===== config.mk =====
export PLATFORM = sky130hd
export DESIGN_NAME = mrst_ctrl_flat
export DESIGN_NICKNAME = d
export VERILOG_FILES = /design/src/verilog/mrst_pkg.sv /design/src/verilog/mrst_link_if.sv /design/src/verilog/mrst_ctrl.sv /design/src/flat_wrapper.sv
export SDC_FILE = /design/constraint.sdc
export NUM_CORES = 1
export LEC_CHECK = 0
export BUFFER_PORTS_ARGS = -buffer_cell sky130_fd_sc_hd__buf_4
export CAP_MARGIN = 5
export CORE_MARGIN = 1
export CORE_UTILIZATION = 61
export DETAILED_ROUTE_END_ITERATION = 10
export GPL_TIMING_DRIVEN = 0
export HOLD_SLACK_MARGIN = 0.02
export PLACE_DENSITY = 0.81
export SLEW_MARGIN = 20
export SYNTH_ARGS = -nofsm -noshare
export SYNTH_HDL_FRONTEND = slang
export SYNTH_SLANG_ARGS = --single-unit

===== constraint.sdc =====
create_clock -name clk -period 4.3 [get_ports clk]
set_input_delay 0 -clock clk [delete_from_list [all_inputs] [get_ports clk]]
set_output_delay 0 -clock clk [all_outputs]
set_load 0.005 [all_outputs]

===== src/verilog/mrst_pkg.sv =====
// Constants, command codes and timing for the mode-register-set link.
// Assumes a controller on clk (20 MHz) and a device clocked by the link clock it drives.
package mrst_pkg;
	localparam int          MR_COUNT   = 7;
	localparam int          MR_WIDTH   = 14;
	localparam int          MR_AW      = 3;
	localparam int          LINK_DIV   = 2;              // Link clock = clk / (2*LINK_DIV)
	localparam int          TMRD_TCK   = 8;              // Link cycles
	localparam int          TMOD_TCK   = 24;             // Link cycles
	localparam int          TUPD_TCK   = 64;             // Functional update of input-altering settings
	localparam int          CNT_W      = 8;
	localparam logic [2:0]  CMD_DES    = 3'h0;
	localparam logic [2:0]  CMD_MRS    = 3'h1;
	localparam logic [2:0]  CMD_ZQCL   = 3'h2;
	localparam logic [2:0]  CMD_OTHER  = 3'h3;
	localparam logic [MR_AW*MR_COUNT-1:0] INIT_ORDER = {3'h0, 3'h1, 3'h2, 3'h4, 3'h5, 3'h6, 3'h3};
	localparam logic [MR_AW-1:0] MR_SEL_MR3 = 3'h3;
	localparam logic [MR_AW-1:0] MR_SEL_MR4 = 3'h4;
	localparam logic [MR_AW-1:0] MR_SEL_MR5 = 3'h5;
	localparam logic [MR_AW-1:0] MR_SEL_MR6 = 3'h6;
	localparam logic [MR_WIDTH-1:0] MR3_SLOW_MASK = 14'h0018; // Gear-down, per-device addressing
	localparam logic [MR_WIDTH-1:0] MR4_SLOW_MASK = 14'h01c2; // Max power saving, CS latency
	localparam logic [MR_WIDTH-1:0] MR5_SLOW_MASK = 14'h0007; // Parity latency
	localparam logic [MR_WIDTH-1:0] MR6_SLOW_MASK = 14'h00ff; // VrefDQ value, range, mode
	localparam logic [7:0]  ADDR_CTRL  = 8'h00;
	localparam logic [7:0]  ADDR_STAT  = 8'h04;
	localparam logic [7:0]  ADDR_WDATA = 8'h08;
	localparam logic [7:0]  ADDR_MRBASE = 8'h10;
endpackage

===== src/verilog/mrst_link_if.sv =====
// Command link between controller and device.
// Assumes the controller generates link_clk.
`timescale 1ns/1ps
interface mrst_link_if;
	logic                             link_clk;  // Link clock from controller
	logic [2:0]                       cmd;       // Command code
	logic [mrst_pkg::MR_AW-1:0]       ba;        // Register select
	logic [mrst_pkg::MR_WIDTH-1:0]    addr;      // Register value
	logic                             cke;       // Clock enable
	logic                             odt;       // Termination control
	modport ctrl (output link_clk, output cmd, output ba, output addr, output cke, output odt);
	modport dev  (input link_clk, input cmd, input ba, input addr, input cke, input odt);
endinterface


===== src/verilog/mrst_ctrl.sv =====
// Controller end: issues MRS sequences with tMRD/tMOD spacing, drives the link clock.
// Assumes a register port: addr, wdata, wr, rd; read data the cycle after rd.
//
// The plain strobed port and the placing of the registers were decided locally.
`timescale 1ns/1ps
module mrst_ctrl (
	input  wire logic        clk,        // 20 MHz system clock
	input  wire logic        reset_n,    // Async reset, active low
	input  wire logic [7:0]  addr,       // Register address
	input  wire logic [31:0] wdata,      // Write data
	input  wire logic        wr,         // Write strobe
	input  wire logic        rd,         // Read strobe
	output logic      [31:0] rdata,      // Read data
	input  wire logic        banks_idle, // All banks precharged, bursts done
	mrst_link_if.ctrl        link        // Command link
);
	typedef enum logic [3:0] {
		S_IDLE = 4'b0001,
		S_INIT = 4'b0010,
		S_WAIT = 4'b0100,
		S_ZQ   = 4'b1000
	} mrst_state_t;

	typedef struct packed {
		mrst_state_t                                        state;
		logic [mrst_pkg::MR_COUNT*mrst_pkg::MR_WIDTH-1:0]   shadow;
		logic [2:0]                                         step;
		logic                                               init_done;
		logic                                               rtt_nom;
		logic                                               single_pend;
		logic [mrst_pkg::MR_AW-1:0]                         single_sel;
		logic [mrst_pkg::CNT_W-1:0]                         mrd_cnt;
		logic [mrst_pkg::CNT_W-1:0]                         mod_cnt;
		logic [$clog2(mrst_pkg::LINK_DIV)-1:0]              div;
		logic                                               lclk;
		logic [2:0]                                         cmd;
		logic [mrst_pkg::MR_AW-1:0]                         ba;
		logic [mrst_pkg::MR_WIDTH-1:0]                      maddr;
		logic                                               cke;
		logic                                               odt;
		logic                                               want_odt;
		logic                                               start;
		logic [31:0]                                        rdata;
	} mrst_ctrl_t;
	mrst_ctrl_t st, next_st;

	logic                             link_edge;
	logic                             can_issue;
	logic [mrst_pkg::MR_AW-1:0]       sel;
	logic [mrst_pkg::MR_WIDTH-1:0]    val;
	logic [mrst_pkg::MR_WIDTH-1:0]    slow_mask;
	logic [mrst_pkg::MR_AW-1:0]       mr_idx;

	always_comb begin
		next_st   = st;
		link_edge = 1'b0;
		can_issue = 1'b0;
		sel       = '0;
		val       = '0;
		slow_mask = '0;
		// Image window starts at 0x10, so word index is offset from 4
		mr_idx    = addr[4:2] - 3'h4;
		next_st.rdata = '0;

		// Register port
		if (wr) begin
			if (addr == mrst_pkg::ADDR_CTRL) begin
				next_st.start    = wdata[0];
				next_st.want_odt = wdata[1];
				next_st.rtt_nom  = wdata[2];
				if (wdata[3] && st.init_done) begin
					next_st.single_pend = 1'b1;
					next_st.single_sel  = wdata[6:4];
				end
			end else if (addr >= mrst_pkg::ADDR_MRBASE && addr < mrst_pkg::ADDR_MRBASE + 8'h1c) begin
				// Full register image kept so every field is redriven
				next_st.shadow[mr_idx * mrst_pkg::MR_WIDTH +: mrst_pkg::MR_WIDTH] =
					wdata[mrst_pkg::MR_WIDTH-1:0];
			end
		end
		if (rd) begin
			if (addr == mrst_pkg::ADDR_CTRL)
				next_st.rdata = {25'h0, st.single_sel, st.single_pend, st.rtt_nom, st.want_odt, st.start};
			else if (addr == mrst_pkg::ADDR_STAT)
				next_st.rdata = {24'h0, st.mod_cnt == '0, st.mrd_cnt == '0, st.init_done, st.cke, st.state};
			else if (addr >= mrst_pkg::ADDR_MRBASE && addr < mrst_pkg::ADDR_MRBASE + 8'h1c)
				next_st.rdata = {18'h0, st.shadow[mr_idx * mrst_pkg::MR_WIDTH +: mrst_pkg::MR_WIDTH]};
		end

		// Link clock divider; commands change on the falling link edge
		if (st.div == $clog2(mrst_pkg::LINK_DIV)'(mrst_pkg::LINK_DIV - 1)) begin
			next_st.div  = '0;
			next_st.lclk = ~st.lclk;
			link_edge    = st.lclk;
		end else begin
			next_st.div = st.div + 1'b1;
		end

		if (link_edge) begin
			next_st.cmd = mrst_pkg::CMD_DES;
			if (st.mrd_cnt != '0)
				next_st.mrd_cnt = st.mrd_cnt - 1'b1;
			if (st.mod_cnt != '0)
				next_st.mod_cnt = st.mod_cnt - 1'b1;
			// With rtt_nom set, termination on only once tMOD has run out
			next_st.odt = st.rtt_nom ? (st.want_odt && st.mod_cnt == '0 && st.state == mrst_state_t'(S_IDLE))
			                         : st.want_odt;
			can_issue = (st.mrd_cnt == '0) && !(st.rtt_nom && st.odt);
			case (st.state)
				S_IDLE: begin
					if (st.start && !st.init_done) begin
						next_st.cke   = 1'b1;
						next_st.step  = '0;
						next_st.state = S_INIT;
					end else if (st.single_pend && banks_idle && st.mod_cnt == '0 && can_issue) begin
						sel = st.single_sel;
						next_st.single_pend = 1'b0;
						next_st.state = S_WAIT;
					end
				end
				S_INIT: begin
					if (can_issue) begin
						sel = mrst_pkg::INIT_ORDER[st.step * mrst_pkg::MR_AW +: mrst_pkg::MR_AW];
						next_st.step = st.step + 1'b1;
						if (st.step == 3'h6)
							next_st.state = S_ZQ;
					end
				end
				S_ZQ: begin
					if (st.mod_cnt == '0) begin
						next_st.cmd       = mrst_pkg::CMD_ZQCL;
						next_st.init_done = 1'b1;
						next_st.start     = 1'b0;
						next_st.state     = S_IDLE;
					end
				end
				S_WAIT: begin
					if (st.mod_cnt == '0)
						next_st.state = S_IDLE;
				end
				default: next_st.state = S_IDLE;
			endcase
		end
		if (link_edge && ((st.state == S_INIT && can_issue) || (st.state == S_IDLE && next_st.state == S_WAIT))) begin
			val = st.shadow[sel * mrst_pkg::MR_WIDTH +: mrst_pkg::MR_WIDTH];
			if (sel == mrst_pkg::MR_SEL_MR3) slow_mask = mrst_pkg::MR3_SLOW_MASK;
			else if (sel == mrst_pkg::MR_SEL_MR4) slow_mask = mrst_pkg::MR4_SLOW_MASK;
			else if (sel == mrst_pkg::MR_SEL_MR5) slow_mask = mrst_pkg::MR5_SLOW_MASK;
			else if (sel == mrst_pkg::MR_SEL_MR6) slow_mask = mrst_pkg::MR6_SLOW_MASK;
			next_st.cmd   = mrst_pkg::CMD_MRS;
			next_st.ba    = sel;
			next_st.maddr = val;
			// Input-altering fields take the longer update wait in place of tMRD/tMOD
			if ((val & slow_mask) != (st.maddr & slow_mask) || st.ba != sel) begin
				next_st.mrd_cnt = (slow_mask != '0) ? mrst_pkg::CNT_W'(mrst_pkg::TUPD_TCK)
				                                    : mrst_pkg::CNT_W'(mrst_pkg::TMRD_TCK);
				next_st.mod_cnt = (slow_mask != '0) ? mrst_pkg::CNT_W'(mrst_pkg::TUPD_TCK)
				                                    : mrst_pkg::CNT_W'(mrst_pkg::TMOD_TCK);
			end else begin
				next_st.mrd_cnt = mrst_pkg::CNT_W'(mrst_pkg::TMRD_TCK);
				next_st.mod_cnt = mrst_pkg::CNT_W'(mrst_pkg::TMOD_TCK);
			end
		end
	end

	always_ff @(posedge clk or negedge reset_n) begin
		if (!reset_n)
			st <= '{state: S_IDLE, default: '0};
		else
			st <= next_st;
	end

	assign rdata         = st.rdata;
	assign link.link_clk = st.lclk;
	assign link.cmd      = st.cmd;
	assign link.ba       = st.ba;
	assign link.addr     = st.maddr;
	assign link.cke      = st.cke;
	assign link.odt      = st.odt;
endmodule // mrst_ctrl


===== src/flat_wrapper.sv =====
// flat-port wrapper written by rule: the top's interface ports become plain ports
module mrst_ctrl_flat 
  (clk, reset_n, addr, wdata, wr, rd, rdata, banks_idle, link_link_clk, link_cmd, link_ba, link_addr, link_cke, link_odt);
  mrst_link_if link_i ();
  input  wire logic clk;
  input  wire logic reset_n;
  input  wire logic [7:0] addr;
  input  wire logic [31:0] wdata;
  input  wire logic wr;
  input  wire logic rd;
  output logic      [31:0] rdata;
  input  wire logic banks_idle;
  output wire logic [$bits(link_i.link_clk)-1:0] link_link_clk;
  output wire logic [$bits(link_i.cmd)-1:0] link_cmd;
  output wire logic [$bits(link_i.ba)-1:0] link_ba;
  output wire logic [$bits(link_i.addr)-1:0] link_addr;
  output wire logic [$bits(link_i.cke)-1:0] link_cke;
  output wire logic [$bits(link_i.odt)-1:0] link_odt;
  assign link_link_clk = link_i.link_clk;
  assign link_cmd = link_i.cmd;
  assign link_ba = link_i.ba;
  assign link_addr = link_i.addr;
  assign link_cke = link_i.cke;
  assign link_odt = link_i.odt;
  mrst_ctrl u_core (.clk(clk), .reset_n(reset_n), .addr(addr), .wdata(wdata), .wr(wr), .rd(rd), .rdata(rdata), .banks_idle(banks_idle), .link(link_i));
endmodule

Word level (Yosys, flattened, before mapping)
Cells that the tools add are included.
{"block": "totals", "elab_cells": 142, "mem_bits_rw": 0, "n_memories": 0, "in_bits": 45, "ff_bits": 185, "output_inout_bits": 55, "latch_bits": 0, "mem_bits_ro": 0}
{"block": "classes", "multipliers": 3, "n_bitwise": 4, "n_div": 0, "shifts": 5, "add_sub_neg": 6, "magnitude_cmp": 2, "eq_ne": 15, "n_mux": 52, "n_reduce_logical": 36}
{"operator": "indexed part select 98 x 8 -> 14 bit", "n": 2}
{"operator": "bitwise mux 98 bit", "n": 1}
{"operator": "variable shift 14 x 34 -> 98 bit (first input constant)", "n": 1}
{"operator": "indexed part select 14 x 34 -> 98 bit", "n": 1}
{"operator": "two-way mux 32 bit", "n": 3}
{"operator": "two-way mux 14 bit", "n": 5}
{"operator": "two-way mux 16 bit", "n": 3}
{"operator": "two-way mux 4 bit", "n": 9}
{"operator": "negation 7 -> 34 bit", "n": 1}
{"operator": "AND 14 bit", "n": 2}
{"operator": "zero test 8 bit", "n": 3}
{"operator": "two-way mux 3 bit", "n": 8}
{"operator": "two-way mux 8 bit", "n": 3}
{"operator": "indexed part select 21 x 6 -> 3 bit (first input constant)", "n": 1}
{"operator": "two-way mux 20 bit", "n": 1}
{"operator": "nonzero test 8 bit", "n": 2}
{"operator": "subtractor 8 x 1 -> 8 bit (second input constant)", "n": 2}
{"operator": "two-way mux 7 bit", "n": 2}
{"operator": "!= test 14 bit", "n": 1}
{"operator": "nonzero test 14 bit", "n": 1}
{"operator": "logical AND 1 bit", "n": 13}
{"operator": "two-way mux 1 bit", "n": 13}
{"operator": "equality test 3 bit (second input constant)", "n": 4}
{"operator": "multiplier 3 x 3 -> 6 bit (second input constant)", "n": 2}
{"operator": "other kinds (25)", "n": 39}

Logic depth before layout (Yosys ltp)
{"block": "logic_depth", "depth_word": 19, "depth_mapped": 18, "ltp_nobuf": 15}

Worst setup path before layout
No wires, ideal clock.
{"block": "synth_path", "path_type": "in2reg", "from": "in addr[4]", "to": "reg u_core.st[93] in the netlist's numbering", "stages": 15, "path_slack_ns": 0.049, "t_required_ns": 4.223, "arrival_ns": 4.173, "path_buffers": 4, "setup_time_ns": 0.077, "cell_sequence": "inv_1 > clkbuf_1 > clkbuf_1 > fa_1 > ha_1 > fa_1 > clkbuf_1 > xor2_1 > nand2_1 > or4_1 > clkbuf_1 > o21ai_0 > a21boi_0 > nor2_1 > a21oi_1"}
{"block": "synth_via", "elab_chain_cells": 5, "word_cells_on_any_way": 12}
{"element": "start, declared", "line": "flat_wrapper.sv:7", "source": "input wire logic [7:0] addr;"}
{"element": "subtractor 3 bit", "line": "mrst_ctrl.sv:62", "source": "mr_idx = addr[4:2] - 3'h4;"}
{"element": "multiplier 3 x 3 -> 6 bit", "line": "mrst_ctrl.sv:77", "source": "next_st.shadow[mr_idx * mrst_pkg::MR_WIDTH +: mrst_pkg::MR_WIDTH] ="}
{"element": "negation 7 -> 34 bit", "line": "mrst_ctrl.sv:78", "source": "wdata[mrst_pkg::MR_WIDTH-1:0];"}
{"element": "indexed part select 14 x 34 -> 98 bit or variable shift 14 x 34 -> 98 bit (tied branches)", "line": "mrst_ctrl.sv:77"}
{"element": "bitwise mux 98 bit", "line": "mrst_ctrl.sv:77"}
{"element": "end signal, assigned", "line": "mrst_ctrl.sv:170", "source": "st <= next_st;"}
{"element": "end, declared", "line": "mrst_ctrl.sv:45", "source": "mrst_ctrl_t st, next_st;"}
Several ways; a longest one is shown, not always the timed one.
A chain may end at the register's enable or synchronous reset.

Worst setup path after layout
{"block": "layout_path", "from": "in addr[3]", "to": "reg u_core.st[148] in the netlist's numbering"}
Same word-level chain as after synthesis.

==> run summary <==
Across the routed clock network, the largest skew measured is 0.0135 ns. The highest-delay cell along the critical path is or4_1. The path with the worst hold slack has its endpoint at u_core.st[77].

The number of enable flip-flop cells after synthesis is 0. The share of Yosys cell area claimed by the top area cell type came out at 35.1%. For the worst setup path, the data required time is 4.64 ns. The largest net degree at the start of global routing is 87.

The count of nets left with antenna violations once routing finished came out at 0. Counting I/O delays and the setup requirement, the final critical path takes 4.23 ns. The source of the worst register-to-register timing path is u_core.st[181]. In the final layout, the multi-input gates occupy 7040 um^2. The average routed wire per standard cell is 25.9 um.

The global routing usage summed across all routing layers came out at 45.2%. The flip-flop and latch area is 4160 um^2. The slew of the pin with the lowest slew margin is 1.09 ns. The weighted congestion at the end of routability-driven global placement is 1.06. Timing analysis after detailed placement gives a worst setup slack of -1.79 ns. The worst setup path is launched from an input port. The number of buffers added on ports came out at 59.

The maximum single-stage delay on the critical path is 0.66 ns. The global-route wire length before repair came out at 66100 um. The die extent in x came out at 141 um. The flow ran to the end, and the final reports show no timing, DRC or antenna violations.

The number of buffers added by the clock tree synthesis step came out at 17. The worst min-delay path category is input port to flip-flop. The net total in the final layout is 1517.

The clock latency on the worst-skew pair came out at 0.45 ns. The hold violation total from the final report is 0. The reported max-cap violation count is 0.

The part of the Yosys area used for sequential elements came out at 35.4%. The number of cells on the worst reg-to-reg path is 11. The proportion of synthesized flip-flops having asynchronous set or reset is 100%.

The worst max-slew margin expressed relative to the limit came out at 26.8%. The y dimension of the die came out at 141 um. The distinct cell type count of the synthesized netlist came out at 89. Setup violations remaining at the end of the flow were counted as 0.

In this run the count of I/O pins placed on the die edge is 100. In this run the static leakage power is 5.92 nW. After legalization and detailed placement, the total HPWL measured 33300 um. Along the worst path, the maximum fanout reaches 10. The cell area after synthesis is 11700 um^2.

The proportion of layout cells with a drive suffix above 1 came out at 19.6%. The fill cell instance count of the final layout came out at 1451. TritonCTS built the clock tree. CTS placed an instance of clkbuf_16 at the clock tree root. The area added between synthesis and finish is 14.7%. The most used flip-flop cell after synthesis is dfrtp_1.

Across all setup checks in the final design, the least slack found is 0.0654 ns. The worst IR drop on VDD is 0.322 mV. STA classifies the critical path endpoint as a flip-flop. The family with the most delay on the worst path is simple AND/OR/NAND/NOR gates.

After synthesis the netlist holds a flip-flop and latch count of 166. For the worst setup path, the data arrival time is 4.57 ns. The critical path is of the input port to flip-flop type.

The critical path goes through buf_4, clkbuf_2, clkbuf_2, clkbuf_4, inv_1, ha_1, inv_1, fa_1, xor2_1, nor3_2, and2_1, ha_2, inv_4, nor2_2, nand2_1, or4_1, mux2_2. The clock-pin transition on the worst setup and hold timing paths came out at 0.07 ns. Before antenna repair, the detailed router went through 6 iterations. The endpoint identified for the worst register-to-register timing path is u_core.st[72].

The level count of the clock H-tree is 4. In the synthesized netlist, the number of instances is 1339. The first routing iteration left 1650 violations. Summed over all instances, the cell type with the most area after synthesis is dfrtp_1. Setup slack on the worst reg-to-reg path comes out at 0.17 ns. Global routing finished with a remaining overflow of 0. The buffer levels on the longest clock path is 2. The effective utilization at floorplan came out at 62.6%. The number of sinks on the clock net is 166.

The critical path contains buffers and inverters numbering 7 combined. The highest clock frequency the design can meet came out at 0.236 GHz. The hold path depth is 5. The average vias per placed instance came out at 7.05. At the end of the flow the core is filled with cells to 71.8%. The ratio of total power to cell area came out at 361 nW/um^2.

Yosys attributes the largest share of cell area to dfrtp_1 35%, nand2_1 6.7%, o21ai_0 4.2%. The aggregate routed wire length came out at 44000 um. The total die area came out at 19800 um^2. In this run the most critical hold path is launched from wdata[3]. Setup repair after global routing left no endpoint under its margin. The floorplan has 50 rows. The final critical path takes up 98.5% of the cycle. The remaining routing DRC violations came out at 0. The synthesized area divided by synthesized cell count is 8.77 um^2. The total of warnings raised by yosys is 0. The via total after detailed routing came out at 11985. The number of global-route vias before repair is 11059. The final count of pins violating max slew is 0. The initial antenna violation count came out at 2.

The standard cell core area is 18800 um^2.
==> placed cells by master, fill, tap and decap left out, drive strengths merged, types with 8 or more instances in the layout <==
cell         synthesis  layout
a211oi              23      23
nand3               38      38
mux2                39      39
o21a                10      10
a32oi                8       8
mux4                18      18
ha                  18      18
conb                 1      19
buf                 70     136
clkbuf              57      76
and3                12      12
nor3                37      37
a21o                10      10
o32ai                8       8
nor2               117     117
nand4               17      17
o31ai               14      14
xor2                15      15
nand2b              12      12
or2                  8       8
nor4                 9       9
nand2              212     212
dfrtp              165     165
inv                 17      25
a21oi               63      63
or3                  8       8
and2                 8       8
xnor2               14      14
mux2i               41      41
o21ai              100     100
o22ai                8       8
o221ai              21      21
a22oi               20      20
a31oi               14      14
dlygate4sd3          0      11
==> tightest hold or removal path: cells and delay by family <==
kind / cells / cell delay [ns]
simple gates: 3 / 0.26
compound gates: 1 / 0.04
buf+inv: 1 / 0.14
==> per-layer routing <==
layer | track usage, % | routed length, um
met2 | 69.6 | 19500
met1 | 57.7 | 16500
met5 | 0 | 8
met4 | 26.8 | 2780
met3 | 11.4 | 5210
==> final cells by class <==
| cell class | count | area share [%] |
|---|---|---|
| clock inverter | 11 | 0.771 |
| timing repair buffer | 78 | 4.75 |
| buffer | 124 | 5.23 |
| tap | 234 | 2.17 |
| antenna | 1 | 0.0186 |
| sequential | 166 | 30.8 |
| clock buffer | 21 | 3.42 |
| inverter | 19 | 0.585 |
| multi-input combinational | 1045 | 52.2 |
==> through the flow <==
step	hold WS [ns]	instances	TNS (ns)	power [mW]	instance area [um^2]
2_1_floorplan	-0.296	1357	0	2.69	11800
3_3_place_gp	0.295	1650	-102.77	3.19	12600
3_5_place_dp	0.0197	1651	-108.23	3.22	12600
4_1_cts	0.0259	1692	0	4.75	13300
5_1_grt	0.0483	1698	0	4.96	13500
6_report	0.0371	1699	0	4.86	13500
==> cells by family after synthesis <==
group	Yosys count	share of synthesized area, %
AO/OA/AOI/OAI	364	21.5
XOR/XNOR	29	2.16
adder cells (fa/ha/maj)	21	2.43
buffers and inverters	146	6.58
flip-flops	166	35.4
multiplexers	98	10.7
other	1	0.0319
AND/OR/NAND/NOR	514	21.2
==> worst max-delay path by stage <==
stage,from,endpoint,slack (ns),cells after the start
5_1_grt,addr[3],u_core.st[168],0.005,17
6_report,addr[3],u_core.st[148],0.07,17
3_3_place_gp,addr[3],u_core.st[94],-1.73,17
3_5_place_dp,addr[3],u_core.st[94],-1.79,17
4_1_cts,addr[4],u_core.st[132],0.01,15
2_1_floorplan,addr[4],u_core.st[93],0.05,15
==> registers in the layout, summed over array words and instances (netlist names) <==
register and cells:
u_core.link.link_clk 1, u_core.rdata 14, u_core.link.cmd 2, u_core.st 130
u_core.link.ba 3, u_core.link.cke 1, u_core.link.addr 14, u_core.link.odt 1
==> synth_stat cells, types with 10 or more instances <==
library cell / n
xor2_1: 15
inv_1: 16
a22oi_1: 20
nand3_1: 37
nor3_1: 34
mux2i_1: 41
mux4_2: 18
o21a_1: 10
a211oi_1: 22
mux2_2: 39
a21o_1: 10
nand2_1: 211
buf_4: 56
nor2_1: 115
o31ai_1: 14
nand4_1: 15
and3_1: 12
nand2b_1: 12
a31oi_1: 14
ha_1: 18
o221ai_1: 21
dfrtp_1: 165
xnor2_1: 14
a21oi_1: 63
o21ai_0: 98
clkbuf_1: 56
==> timing repair <==
action | CTS | global route
resized for setup | 22 | 25
hold buffers | 11 | 0
endpoints found under the setup margin | 100 | 65
pin swaps | 0 | 5
endpoints found under the hold margin | 99 | 0
buffers inserted | 0 | 7
==> report_power, final <==
part           switching (mW)  internal, mW  leakage (nW)
Combinational           0.879         0.470          3.40
Clock                   0.744         0.796         0.273
Sequential              0.238          1.74          2.25
Total                    1.86          3.00          5.92
No activity file was read; power rests on OpenSTA's default activity.
